### config.mk
export PLATFORM = sky130hd
export DESIGN_NAME = port_pin_config_ext_irq
export DESIGN_NICKNAME = d
export VERILOG_FILES = /design/src/port_cfg_pkg.sv /design/src/port_pin_config_ext_irq.sv
export SDC_FILE = /design/constraint.sdc
export NUM_CORES = 1
export LEC_CHECK = 0
export CAP_MARGIN = 25
export CORE_MARGIN = 2
export CORE_UTILIZATION = 58
export DETAILED_ROUTE_END_ITERATION = 12
export DONT_BUFFER_PORTS = 1
export PLACE_DENSITY_LB_ADDON = 0.25
export SLEW_MARGIN = 10
export SYNTH_ARGS = -nofsm -noshare
export SYNTH_HDL_FRONTEND = slang
export SYNTH_SLANG_ARGS = --single-unit
### constraint.sdc
create_clock -name core_clk -period 4.6 [get_ports core_clk]
set_input_delay 0.23 -clock core_clk [delete_from_list [all_inputs] [get_ports core_clk]]
set_output_delay 0.23 -clock core_clk [all_outputs]
set_load 0.1 [all_outputs]
### src/port_cfg_pkg.sv
// constants and types for the port pin configuration block
package port_cfg_pkg;
    localparam logic [7:0] IRQ_ENABLE_ADDR = 8'hE3;
    localparam logic [7:0] P0_CFG_HI_ADDR  = 8'hE4;
    localparam logic [7:0] P0_CFG_LO_ADDR  = 8'hE5;
    localparam logic [7:0] IRQ_PEND_ADDR   = 8'hE6;
    localparam logic [7:0] P1_CFG_ADDR     = 8'hE7;
    localparam logic [7:0] P2_CFG_LO_ADDR  = 8'hE9;
    localparam logic [7:0] P2_CFG_HI_ADDR  = 8'hE8;
    localparam logic [7:0] CFG_RESET       = 8'h00;
    // implemented bit masks
    localparam logic [7:0] P0_HI_MASK      = 8'h3F;
    localparam logic [7:0] P0_LO_MASK      = 8'hCF;
    localparam logic [7:0] IRQ_MASK        = 8'h7B;
    localparam logic [7:0] P1_MASK         = 8'h3F;
    // field encodings
    localparam logic [1:0] MODE_IN         = 2'h0;
    localparam logic [1:0] MODE_IN_PU      = 2'h1;
    localparam logic [1:0] MODE_PP         = 2'h2;
    localparam logic [1:0] MODE_ALT        = 2'h3;

    typedef struct packed {
        logic [7:0] addr;
        logic [7:0] wdata;
        logic       wr;
        logic       rd;
    } bus_req_type;

    typedef struct packed {
        logic [7:0] irq_en;
        logic [7:0] p0_hi;
        logic [7:0] p0_lo;
        logic [7:0] pend;
        logic [7:0] p1;
        logic [7:0] p2_lo;
        logic [7:0] p2_hi;
        logic [7:0] rdata;
        logic [7:0] s1;
        logic [7:0] s2;
        logic [7:0] s3;
    } state_type;
endpackage : port_cfg_pkg

### src/port_pin_config_ext_irq.sv
// pin configuration and pad control for ports 0..2, external interrupt logic for port 0
//
// Chosen here: strobed register access.
module port_pin_config_ext_irq
    import port_cfg_pkg::*;
(
    input  wire logic        core_clk,
    input  wire logic        sys_rst,
    input  wire bus_req_type bus,
    output logic      [7:0]  rdata,
    input  wire logic [7:0]  p0_in,
    output logic      [7:0]  p0_out,
    output logic      [7:0]  p0_oe,
    output logic      [7:0]  p0_pullup,
    input  wire logic [2:0]  p1_in,
    output logic      [2:0]  p1_out,
    output logic      [2:0]  p1_oe,
    output logic      [2:0]  p1_pullup,
    output logic      [2:0]  p1_analog,
    input  wire logic [7:0]  p2_in,
    output logic      [7:0]  p2_out,
    output logic      [7:0]  p2_oe,
    output logic      [7:0]  p2_pullup,
    output logic      [7:0]  p2_analog,
    input  wire logic [7:0]  p0_data,
    input  wire logic [2:0]  p1_data,
    input  wire logic [7:0]  p2_data,
    input  wire logic        timer_a_output,
    input  wire logic        buzzer_output,
    input  wire logic        pwm_output,
    input  wire logic        timer_d_output,
    output logic             timer_a_capture_in,
    output logic             timer_a_clock_in,
    output logic      [7:0]  pin_state,
    output logic      [7:0]  irq_request
);
    state_type st_reg;
    state_type st_next;

    // two-bit field of a config byte
    function automatic logic [1:0] fld(input logic [7:0] r, input int i);
        fld = r[2*i +: 2];
    endfunction : fld

    // field selecting the mode of a port 0 pin
    function automatic logic [1:0] p0_mode(input logic [7:0] hi, input logic [7:0] lo,
                                           input int pin);
        p0_mode = (pin >= 4) ? fld(hi, pin - 4) : fld(lo, pin);
    endfunction : p0_mode

    logic [7:0] fall;
    logic [7:0] in_mode;
    logic [7:0] edge_set;
    logic [7:0] s4_reg;
    assign pin_state = st_reg.s3;

    // falling edge once stages two and three agree low after a high
    genvar g;
    generate
        for (g = 0; g < 8; g++)
        begin : g_edge
            assign in_mode[g] = (p0_mode(st_reg.p0_hi, st_reg.p0_lo, g) < MODE_PP);
            assign fall[g]    = s4_reg[g] && !st_reg.s3[g] && !st_reg.s2[g];
        end
    endgenerate

    // next state: bus writes, pending set wins over clear
    always_comb
    begin
        st_next       = st_reg;
        st_next.s1    = p0_in;
        st_next.s2    = st_reg.s1;
        st_next.s3    = st_reg.s2;
        st_next.rdata = 8'h00;
        if (bus.wr)
        begin
            if (bus.addr == IRQ_ENABLE_ADDR)
                st_next.irq_en = bus.wdata & IRQ_MASK;
            else if (bus.addr == P0_CFG_HI_ADDR)
                st_next.p0_hi = bus.wdata & P0_HI_MASK;
            else if (bus.addr == P0_CFG_LO_ADDR)
                st_next.p0_lo = bus.wdata & P0_LO_MASK;
            else if (bus.addr == IRQ_PEND_ADDR)
                st_next.pend = st_reg.pend & bus.wdata;
            else if (bus.addr == P1_CFG_ADDR)
                st_next.p1 = bus.wdata & P1_MASK;
            else if (bus.addr == P2_CFG_LO_ADDR)
                st_next.p2_lo = bus.wdata;
            else if (bus.addr == P2_CFG_HI_ADDR)
                st_next.p2_hi = bus.wdata;
        end
        // edge sets pending when input and enabled
        st_next.pend = st_next.pend | edge_set;
        if (bus.rd)
        begin
            if (bus.addr == IRQ_ENABLE_ADDR)
                st_next.rdata = st_reg.irq_en;
            else if (bus.addr == P0_CFG_HI_ADDR)
                st_next.rdata = st_reg.p0_hi;
            else if (bus.addr == P0_CFG_LO_ADDR)
                st_next.rdata = st_reg.p0_lo;
            else if (bus.addr == IRQ_PEND_ADDR)
                st_next.rdata = st_reg.pend;
            else if (bus.addr == P1_CFG_ADDR)
                st_next.rdata = st_reg.p1;
            else if (bus.addr == P2_CFG_LO_ADDR)
                st_next.rdata = st_reg.p2_lo;
            else if (bus.addr == P2_CFG_HI_ADDR)
                st_next.rdata = st_reg.p2_hi;
            else
                st_next.rdata = 8'h00;
        end
    end

    // edge set term: stage three holds the settled level, stage four is the old one
    always_ff @(posedge core_clk or posedge sys_rst)
    begin
        if (sys_rst)
            s4_reg <= 8'hFF;
        else
            s4_reg <= (st_reg.s2 == st_reg.s3) ? st_reg.s3 : s4_reg;
    end
    assign edge_set = fall & in_mode & st_reg.irq_en & IRQ_MASK;

    // state register
    always_ff @(posedge core_clk or posedge sys_rst)
    begin
        if (sys_rst)
        begin
            st_reg       <= '0;
            st_reg.s1    <= 8'hFF;
            st_reg.s2    <= 8'hFF;
            st_reg.s3    <= 8'hFF;
        end
        else
            st_reg <= st_next;
    end

    assign rdata       = st_reg.rdata;
    assign irq_request = st_reg.pend;

    // port 0 pad control
    always_comb
    begin
        logic [1:0] m;
        m = 2'h0;
        for (int i = 0; i < 8; i++)
        begin
            m            = p0_mode(st_reg.p0_hi, st_reg.p0_lo, i);
            p0_pullup[i] = (m == MODE_IN_PU) && IRQ_MASK[i];
            p0_out[i]    = p0_data[i];
            p0_oe[i]     = (m == MODE_PP) && IRQ_MASK[i];
            if (m == MODE_ALT && IRQ_MASK[i])
            begin
                case (i)
                    6: begin p0_out[i] = timer_a_output; p0_oe[i] = 1'b1; end
                    4: begin p0_out[i] = pwm_output;     p0_oe[i] = 1'b1; end
                    3: begin p0_out[i] = buzzer_output;  p0_oe[i] = 1'b1; end
                    default: begin p0_out[i] = 1'b0; p0_oe[i] = !p0_data[i]; end
                endcase
            end
        end
    end

    // port 1 and port 2 pad control
    always_comb
    begin
        logic [1:0] m;
        m = 2'h0;
        for (int i = 0; i < 3; i++)
        begin
            m            = fld(st_reg.p1, i);
            p1_out[i]    = p1_data[i];
            p1_oe[i]     = (m == MODE_PP);
            p1_pullup[i] = (m == MODE_IN_PU);
            p1_analog[i] = (m == MODE_ALT);
        end
        for (int i = 0; i < 8; i++)
        begin
            m            = (i >= 4) ? fld(st_reg.p2_hi, i - 4) : fld(st_reg.p2_lo, i);
            p2_out[i]    = p2_data[i];
            p2_oe[i]     = (m == MODE_PP);
            p2_analog[i] = (m == MODE_ALT);
            p2_pullup[i] = (m == MODE_IN_PU) && (i != 0) && (i != 4) && (i != 5)
                           && (i != 1) && (i != 2);
            if (i == 0 && m == MODE_IN_PU)
            begin
                p2_out[i] = timer_d_output;
                p2_oe[i]  = 1'b1;
            end
            if ((i == 4 || i == 5 || i == 1 || i == 2) && m == MODE_IN_PU)
                p2_analog[i] = 1'b1;
        end
    end

    // timer inputs from port 1 pins in input modes
    assign timer_a_capture_in = !st_reg.p1[3] && p1_in[1];
    assign timer_a_clock_in   = !st_reg.p1[1] && p1_in[0];

    // pending clears by written zero unless an edge arrives
    a_pend_clear: assert property (@(posedge core_clk) disable iff (sys_rst)
        bus.wr && bus.addr == IRQ_PEND_ADDR && !bus.wdata[0] && !edge_set[0]
        |=> !st_reg.pend[0]) else $error("pending not cleared");
    a_edge_set: assert property (@(posedge core_clk) disable iff (sys_rst)
        edge_set[0] |=> st_reg.pend[0]) else $error("pending not set");
    a_irq_gate: assert property (@(posedge core_clk) disable iff (sys_rst)
        !st_reg.irq_en[1] && !st_reg.pend[1] && !(bus.wr && bus.addr == IRQ_PEND_ADDR)
        |=> !st_reg.pend[1]) else $error("disabled line set");
    a_p0_alt: assert property (@(posedge core_clk) disable iff (sys_rst)
        st_reg.p0_hi[5:4] == MODE_ALT |-> p0_oe[6] && p0_out[6] == timer_a_output)
        else $error("pin6 alt wrong");
    // timer D output on port 2 pin 0
    a_p2_tmr: assert property (@(posedge core_clk) disable iff (sys_rst)
        st_reg.p2_lo[1:0] == MODE_IN_PU |-> p2_oe[0] && p2_out[0] == timer_d_output)
        else $error("pin0 timer d wrong");
    a_pend_read: assert property (@(posedge core_clk) disable iff (sys_rst)
        bus.rd && bus.addr == IRQ_PEND_ADDR |=> rdata == $past(st_reg.pend))
        else $error("pending read wrong");

    // a written one keeps a pending bit
    a_pend_keep: assert property (@(posedge core_clk) disable iff (sys_rst)
        bus.wr && bus.addr == IRQ_PEND_ADDR && bus.wdata[6] && st_reg.pend[6]
        |=> st_reg.pend[6]) else $error("pending not kept");

    // enable write lands masked
    a_en_write: assert property (@(posedge core_clk) disable iff (sys_rst)
        bus.wr && bus.addr == IRQ_ENABLE_ADDR
        |=> st_reg.irq_en == ($past(bus.wdata) & IRQ_MASK)) else $error("enable write wrong");

    // output mode pin never sets pending
    a_out_noset: assert property (@(posedge core_clk) disable iff (sys_rst)
        st_reg.p0_lo[7:6] == MODE_PP && !st_reg.pend[3] |=> !st_reg.pend[3])
        else $error("output pin set pending");

    // pin 4 alternate drives pwm
    a_p0_pwm: assert property (@(posedge core_clk) disable iff (sys_rst)
        st_reg.p0_hi[1:0] == MODE_ALT |-> p0_oe[4] && p0_out[4] == pwm_output)
        else $error("pin4 alt wrong");

    // pin 3 alternate drives buzzer
    a_p0_buzz: assert property (@(posedge core_clk) disable iff (sys_rst)
        st_reg.p0_lo[7:6] == MODE_ALT |-> p0_oe[3] && p0_out[3] == buzzer_output)
        else $error("pin3 alt wrong");

    // pin 5 open-drain pulls low only
    a_p0_od5: assert property (@(posedge core_clk) disable iff (sys_rst)
        st_reg.p0_hi[3:2] == MODE_ALT |-> !p0_out[5] && p0_oe[5] == !p0_data[5])
        else $error("pin5 open-drain wrong");

    // pin 1 open-drain pulls low only
    a_p0_od1: assert property (@(posedge core_clk) disable iff (sys_rst)
        st_reg.p0_lo[3:2] == MODE_ALT |-> !p0_out[1] && p0_oe[1] == !p0_data[1])
        else $error("pin1 open-drain wrong");

    // pin 0 open-drain pulls low only
    a_p0_od0: assert property (@(posedge core_clk) disable iff (sys_rst)
        st_reg.p0_lo[1:0] == MODE_ALT |-> !p0_out[0] && p0_oe[0] == !p0_data[0])
        else $error("pin0 open-drain wrong");

    // port 1 pin 2 comparator input
    a_p1_cmp: assert property (@(posedge core_clk) disable iff (sys_rst)
        st_reg.p1[5:4] == MODE_ALT |-> p1_analog[2] && !p1_oe[2])
        else $error("port1 pin2 analog wrong");

    // capture input follows pin in input mode
    a_p1_cap: assert property (@(posedge core_clk) disable iff (sys_rst)
        st_reg.p1[3:2] == MODE_IN |-> timer_a_capture_in == p1_in[1])
        else $error("capture input wrong");

    // clock input follows pin in pull-up input mode
    a_p1_clk: assert property (@(posedge core_clk) disable iff (sys_rst)
        st_reg.p1[1:0] == MODE_IN_PU |-> timer_a_clock_in == p1_in[0])
        else $error("clock input wrong");

    // port 2 pin 7 analog channel
    a_p2_analog_channel_7: assert property (@(posedge core_clk) disable iff (sys_rst)
        st_reg.p2_hi[7:6] == MODE_ALT |-> p2_analog[7] && !p2_oe[7])
        else $error("port2 pin7 analog wrong");

    // port 2 pin 5 comparator input
    a_p2_cmp5: assert property (@(posedge core_clk) disable iff (sys_rst)
        st_reg.p2_hi[3:2] == MODE_IN_PU |-> p2_analog[5] && !p2_pullup[5])
        else $error("port2 pin5 comparator wrong");

    // port 2 pin 4 comparator input
    a_p2_cmp4: assert property (@(posedge core_clk) disable iff (sys_rst)
        st_reg.p2_hi[1:0] == MODE_IN_PU |-> p2_analog[4] && !p2_pullup[4])
        else $error("port2 pin4 comparator wrong");

    // port 2 pin 3 analog channel
    a_p2_analog_channel_3: assert property (@(posedge core_clk) disable iff (sys_rst)
        st_reg.p2_lo[7:6] == MODE_ALT |-> p2_analog[3] && !p2_oe[3])
        else $error("port2 pin3 analog wrong");
endmodule : port_pin_config_ext_irq

==> impl_metrics.ini, run 1 <==
[worst_setup_path]
cp_slowest_stage_delay_ps = 1010
end_kind = output port
crit_chain = nor2b_2
path_class = reg2out
critPathSlowestCell = nor2b_2
start_kind = flip-flop
required_ps = 4370
path_max_fanout = 4
cp.arrival_ps = 2160
crit_family = simple AND/OR/NAND/NOR gates
path_buf_inv = 0

[timing]
maxSlewHeadroom = 0.278
finalCritPeriodShare = 0.519
setup_viol = 0
skew_ps = 11.7
hold_viol_final = 0
tightest_slew_ps = 1080
setup_tns_ps = 0
fmax_mhz = 419
min_period_ps = 2390
rsz0062_at_grt = no
slew_viol_final = 0

[die]
die_x_um = 90.7
start_util = 0.601
dieArea_sq_mm = 0.00822
core-area_sq_mm = 0.00725
ioPinCount = 156
die_y_um = 90.7
fp-row-count = 31

[logic_synthesis]
synth_ff_type = dfrtp_1
yosysUniqueCellTypes = 51
synth_edf_count = 0
yosysTopAreaCell = dfrtp_1
synth.most_common_cell = dfrtp_1
synth_top_cell_area_share = 0.322
yosys_warnings = 0
avgSynthCellArea_sq_um = 11.7
synth_area_leaders = dfrtp_1 32%, dfstp_2 18%, mux2_2 14%
synthTopCellsByCount = 56 x dfrtp_1, 54 x mux2_2, 45 x buf_4
synthCells = 373
synth_seq_cells = 86
synthArstFlopShare = 1.00
netlist_area_sq_mm = 0.00436
synth_seq_area_share = 0.502

[pwr]
power_frac_comb = 0.172
p_int_mw = 1.14
power_switching_mw = 0.594
power_frac_clock = 0.304
peakVddDrop_mv = 0.244
cellLeakagePower_nw = 2.08
p_seq_frac = 0.524
cellPowerDensity_mw_per_mm2 = 365
switching_share = 0.343

[global_routing]
grt_first_pass_wirelength_mm = 15.6
grt_max_degree = 53
antenna_found_initial = 0
grt-ovfl-total = 0
track_usage = 0.249
grt_pass1_vias = 2776

[detailed_routing]
drt-initial-drc-count = 160
wl_mm = 10.2
vias = 2747
drc = 0
drtPass1Iterations = 4
wire_per_inst_um = 21.9
avgViaCountPerCell = 5.89
drtAntennaViolNets = 0

[layout]
utilization = 0.655
largest_reg_flops = 40
drive_gt1_frac = 0.406
nNetsFinal = 426
num_antenna_cells = 0
area.growth.synth_to_final_pct = 9.07
fill_cells = 575

[worst_hold_path]
hp-class = in2reg

[clock_network]
cts_tree = built
cts_resized = 0
post_cts_buffers = 0
clk_latency_ps = 360
clockRootBuffer = clkbuf_8
clock_path_buffers = 2
clkSlewWorstSetupHoldPaths_ps = 90
cts.sinks = 86
cts_buffers = 9
htree_levels = 3

[placed_design]
gp_congestion = 0.894
placement.io_buffers = 0
hpwl_mm = 7.00

[flow_run]
maxCapViolCount = 0

[run_status]
status = complete, no violations
[final cells by class]
cell class              count  area (sq um)  share of cell area
clock buffers              11           131              0.0276
clock inverters             5          60.1              0.0126
inverters                   5          20.0             0.00421
multi-input cells         228          1850               0.388
flip-flops and latches     86          2190               0.461
well taps                  99           124              0.0261
repair buffers             32           383              0.0805
[kinds of logic (layout without fill, tap and decap cells)]
logic type / after synthesis / in the layout / share of synthesized area
and+or+nand+nor: 99 / 99 / 0.144
DFF: 86 / 86 / 0.502
buffers and inverters: 67 / 53 / 0.0999
other: 1 / 9 / 0.000861
xor gates and xnor gates: 8 / 8 / 0.0161
muxes: 60 / 60 / 0.153
adders and majority gates: 2 / 2 / 0.00574
AOI/OAI and AO/OA: 50 / 50 / 0.0772
[power groups by stage]
stage / logic (mW) / clock network, mW / registers [mW]
after floorplan: 0.382 / 0 / 0.843
after global placement: 0.255 / 0 / 0.928
after detailed placement: 0.277 / 0 / 0.924
after CTS: 0.287 / 0.534 / 0.911
after global routing: 0.310 / 0.569 / 0.915
final: 0.297 / 0.527 / 0.909
[per-layer routing]
| metal | global-route usage | wire (um) | vias to the layer above |
|---|---|---|---|
| li1 | - | - | 1225 |
| met4 | 0.0910 | 181 | 0 |
| met5 | 0 | 0 | - |
| met3 | 0.0701 | 782 | 18 |
| met2 | 0.393 | 4880 | 116 |
| met1 | 0.329 | 4350 | 1388 |
[placed cells by master (no fill, tap or decap), types with 7 or more instances in the layout]
cell           count
dfrtp_1           56
mux2_2            54
dfstp_2           30
nor2b_2           24
nand2_1           20
dlygate4sd3_1     19
o21ai_0           13
conb_1             9
clkbuf_8           9
and2_1             8
xor2_1             8
a21oi_1            7
[final timing paths]
path / to / cells after the start / slack (ps) / start
max in group asynchronous: rdata[3] / 3 / 3210 / sys_rst
hold / removal: rdata[0] / 1 / 8 / bus[0]
setup / recovery: p2_oe[2] / 1 / 2210 / st_reg[44]
min in group asynchronous: irq_request[5] / 2 / 370 / sys_rst
setup reg to reg: s4_reg[4] / 4 / 2500 / pin_state[1]
hold reg to reg: st_next[4] / 0 / 360 / st_next[12]
[per-stage QoR]
step	setup slack (ps)	area (sq um)	std cells	hold WS, ps	power, mW
floorplan	1770	4390	381	234	1.22
global placement	2530	4190	419	193	1.18
detailed placement	2510	4340	429	200	1.20
CTS	2140	4650	457	0.275	1.73
global route	2190	4750	466	0.0682	1.79
finish	2210	4750	466	7.58	1.73
[repair_timing]
item	in CTS	in global routing
endpoints found under the setup margin	0	0
hold buffers	12	7
hold endpoints to repair	45	10
Note: power is estimated with default switching activity, not from simulation.
==> run 2: changes to the inputs <==
==> constraint.sdc (replaced) <==
create_clock -name core_clk -period 2.2 [get_ports core_clk]
set_input_delay 0.11 -clock core_clk [delete_from_list [all_inputs] [get_ports core_clk]]
set_output_delay 0.11 -clock core_clk [all_outputs]
set_load 0.1 [all_outputs]
==> impl_metrics.ini, run 2 (synthesis gave the netlist of run 1 again) <==
[layout]
final_common_cell = buf_4
design_area_sq_mm = 0.00514
area.growth.synth_to_final_pct = 18.0
largest_reg_flops = 40
layout_common_cells = 63 x buf_4, 56 x dfrtp_1, 54 x mux2_2
drive_gt1_frac = 0.491
nNetsFinal = 481
instances_no_fill = 522

[global_routing]
grt_max_degree = 63
antenna_found_initial = 0
grt_first_pass_wirelength_mm = 17.1
track_usage = 0.269
grt_pass1_vias = 3107
grt-ovfl-total = 0

[worst_setup_path]
path_class = reg2out
end_kind = output port
required_ps = 2090
critPathSlowestCell = mux2_2
cp.arrival_ps = 1600
path_max_fanout = 4
cp_slowest_stage_delay_ps = 570
start_kind = flip-flop
crit_chain = ha_1, mux2_2

[placed_design]
placed_cells = 485
placement.io_buffers = 0
place_area_sq_mm = 0.00473
dp_slack_ps = 512
hpwl_mm = 7.61
gp_congestion = 0.902

[die]
ioPinCount = 156
dieArea_sq_mm = 0.00822
start_util = 0.601
core-area_sq_mm = 0.00725
die_x_um = 90.7
die_y_um = 90.7
fp-row-count = 31

[clock_network]
cts_tree = built
clock_path_buffers = 2
cts.sinks = 86
htree_levels = 3
clockRootBuffer = clkbuf_8
cts_buffers = 9
clk_latency_ps = 360
clkSlewWorstSetupHoldPaths_ps = 90
post_cts_buffers = 0

[timing]
setup_viol = 0
slew_viol_final = 0
hold_viol_final = 0
setup_ws_ps = 493
skew_ps = 9.56
finalCritPeriodShare = 0.776
rsz0062_at_grt = no
setup_tns_ps = 0
fmax_mhz = 586
tightest_slew_ps = 882
maxSlewHeadroom = 0.413
min_period_ps = 1710

[detailed_routing]
drt-initial-drc-count = 157
vias = 2976
drtAntennaViolNets = 0
wire_per_inst_um = 20.5
drtPass1Iterations = 4
avgViaCountPerCell = 5.70
drc = 0
wl_mm = 10.7

[worst_hold_path]
hp-class = in2reg

[flow_run]
maxCapViolCount = 0

[pwr]
peakVddDrop_mv = 0.516
cellLeakagePower_nw = 2.36
cellPowerDensity_mw_per_mm2 = 723

[run_status]
status = complete, no violations
run 2: cell types whose count changed in the layout (fill, tap and decap cells not counted), sizes merged:
cell         previous run  this run
dlygate4sd3            19        20
diode                   0         1
buf                    12        67
inv                     5         9
clkbuf                 12        10
clkinvlp                1         2
clkinv                  3         0
bufinv                  1         0
run 2: cell type report:
cell class                      count  area, sq um
Sequential cell                    86         2190
Fill cell                         533         2110
Multi-Input combinational cell    228         1850
Timing Repair Buffer               87          753
Clock buffer                       10          149
Tap cell                           99          124
Clock inverter                      6         56.3
Inverter                            5         22.5
Antenna cell                        1         2.50
run 2: timing repair:
item | 4_1_cts | 5_1_grt
hold buffers | 20 | 0
resized for setup | 0 | 0
hold endpoints to repair | 88 | 0
run 2: report_power, final:
| part | internal, mW | switching (mW) |
|---|---|---|
| logic | 0.210 | 0.610 |
| clock network | 0.507 | 0.624 |
| registers | 1.69 | 0.0773 |
run 2: metal layers:
metal	up-vias	track usage	wire, um
met5	-	0	0
met4	0	0.110	244
met3	17	0.0818	883
met2	143	0.423	5200
met1	1475	0.350	4390
li1	1341	-	-
run 2: through the flow:
stage	hold WS (ps)	utilization	total power, mW
6_report	55.1	0.709	3.72
5_1_grt	59.0	0.709	3.86
4_1_cts	38.6	0.709	3.74
3_5_place_dp	70.8	0.653	2.57
3_3_place_gp	63.1	0.653	2.55
2_1_floorplan	114	-	2.56
run 2: final timing paths:
kind / start / end / slack, ps / cells after the start
setup / recovery: st_reg[40] / p2_out[0] / 490 / 2
hold reg to reg: st_next[11] / st_next[3] / 350 / 0
setup reg to reg: st_next[5] / s4_reg[1] / 530 / 4
hold / removal: bus[13] / rdata[6] / 60 / 3
max in group asynchronous: sys_rst / s4_reg[5] / 1180 / 3
min in group asynchronous: sys_rst / st_reg[52] / 280 / 2
run 2: worst max-delay path: cells and delay by family (launching register included):
family | cells | cell delay, ps
muxes | 1 | 570
DFF | 1 | 440
adders and majority gates | 1 | 230
==> run 3: changes to the inputs <==
--- a/config.mk
+++ b/config.mk
@@ -7,7 +7,7 @@
 export LEC_CHECK = 0
 export CAP_MARGIN = 25
 export CORE_MARGIN = 2
-export CORE_UTILIZATION = 58
+export CORE_UTILIZATION = 57
 export DETAILED_ROUTE_END_ITERATION = 12
 export DONT_BUFFER_PORTS = 1
 export PLACE_DENSITY_LB_ADDON = 0.25
==> constraint.sdc (replaced) <==
create_clock -name core_clk -period 1.5 [get_ports core_clk]
set_input_delay 0.075 -clock core_clk [delete_from_list [all_inputs] [get_ports core_clk]]
set_output_delay 0.075 -clock core_clk [all_outputs]
set_load 0.1 [all_outputs]
==> impl_metrics.ini, run 3 (synthesis gave the netlist of run 1 again) <==
[die]
core-area_sq_mm = 0.00733
fp-row-count = 31
dieArea_sq_mm = 0.00836
die_x_um = 91.4
ioPinCount = 156
die_y_um = 91.4
start_util = 0.594

[global_routing]
track_usage = 0.269
grt_pass1_vias = 3095
grt_first_pass_wirelength_mm = 17.1
grt_max_degree = 34
antenna_found_initial = 0
grt-ovfl-total = 0

[placed_design]
gp_congestion = 0.844
dp_slack_ps = -136
hpwl_mm = 7.86
placement.io_buffers = 0
place_area_sq_mm = 0.00508

[timing]
min_period_ps = 1560
setup_viol = 2
fmax_mhz = 640
maxSlewHeadroom = 0.650
tightest_slew_ps = 524
rsz0062_at_grt = yes
slew_viol_final = 0
skew_ps = 6.59
setup_ws_ps = -62.5
hold_viol_final = 0
finalCritPeriodShare = 1.04

[worst_hold_path]
hp-class = in2reg
worstHoldStart = bus[12]

[worst_setup_path]
r2r_setup_slack_ps = -10
path_max_fanout = 3
critPathSlowestCell = dfrtp_1
start_kind = flip-flop
r2r-start = pin_state[5]
cp.arrival_ps = 1490
required_ps = 1420
path_buf_inv = 2
crit_family = flip-flops
critical_path.startpoint = st_reg[41]
end_kind = output port
cp_slowest_stage_delay_ps = 440
crit_chain = inv_4, ha_4, mux2_4, buf_12
path_class = reg2out

[clock_network]
cts.sinks = 86
clockRootBuffer = clkbuf_8
clk_latency_ps = 360
cts_buffers = 9
cts_tree = built
clock_path_buffers = 2
htree_levels = 3
clkSlewWorstSetupHoldPaths_ps = 90

[flow_run]
maxCapViolCount = 0

[detailed_routing]
drtPass1Iterations = 5
avgViaCountPerCell = 5.73
vias = 3195
drtAntennaViolNets = 0
drt-initial-drc-count = 188
wire_per_inst_um = 19.8
wl_mm = 11.1
drc = 0

[layout]
layout_common_cells = 87 x buf_4, 52 x dfrtp_1, 51 x mux2_2
utilization = 0.766
multi_input_area_sq_mm = 0.00191
fill_cells = 482
area.growth.synth_to_final_pct = 28.9
nNetsFinal = 518
drive_gt1_frac = 0.549
design_area_sq_mm = 0.00562
largest_reg_flops = 40
register_area_sq_mm = 0.00219
final_common_cell = buf_4
num_antenna_cells = 0

[run_status]
violations = negative setup slack
status = complete, but fails checks

[pwr]
cellLeakagePower_nw = 2.61
cellPowerDensity_mw_per_mm2 = 980
peakVddDrop_mv = 0.841
[run 3: changes by cell type in the layout (fill, tap and decap cells not counted), moves of 3 or more]
| cell | delta |
|---|---|
| buf_12 | +10 |
| mux2_4 | +3 |
| buf_4 | +24 |
| dfrtp_2 | +4 |
| mux2_2 | -3 |
| dfrtp_1 | -4 |
[run 3: repair_timing]
item	4_1_cts	5_1_grt
gates resized for setup	14	6
endpoints found under the hold margin	136	0
pin swaps	2	3
setup endpoints to repair	12	12
hold buffers	21	0
setup buffers	6	2
[run 3: per-stage QoR]
stage                     hold WS [ps]  cells  TNS, ps  total power, mW
final                             33.9    558    -77.0             5.50
after global routing              68.4    558     -562             5.68
after CTS                         7.70    557     -285             5.52
after detailed placement          10.8    514     -437             3.84
after global placement          -0.956    514     -471             3.81
after floorplan                   79.5    381    -3090             3.77
[run 3: routing by layer]
layer	global-route usage	up-vias	part of all wire	routed length [um]
met4	0.0972	0	0.022	243
met5	0	-	0	0
li1	-	1413	-	-
met1	0.354	1595	0.41	4510
met3	0.0531	26	0.071	791
met2	0.441	161	0.50	5520
[run 3: area by class of cell]
cell class	instances	share of cell area
sequential	86	0.391
multi-input combinational	228	0.339
timing repair buffer	124	0.208
clock buffer	11	0.0290
tap	99	0.0221
clock inverter	5	0.00691
inverter	5	0.00446
[run 3: worst paths after layout]
check	to	cells after the start
min reg2reg	st_next[5]	0
max in group asynchronous	s4_reg[1]	3
min	rdata[6]	3
max	p2_out[0]	4
min in group asynchronous	st_reg[76]	2
max reg2reg	s4_reg[0]	5
[run 3: power breakdown]
part / leakage (nW) / internal (mW) / switching (mW)
Clock: 0.107 / 0.762 / 0.846
Sequential: 1.05 / 2.48 / 0.100
Combinational: 1.45 / 0.388 / 0.929
Total: 2.61 / 3.63 / 1.88
[run 3: worst min-delay path, cell delays in order]
cell and delay [ps]:
and3_1 120, a21oi_1 40, o22ai_1 100
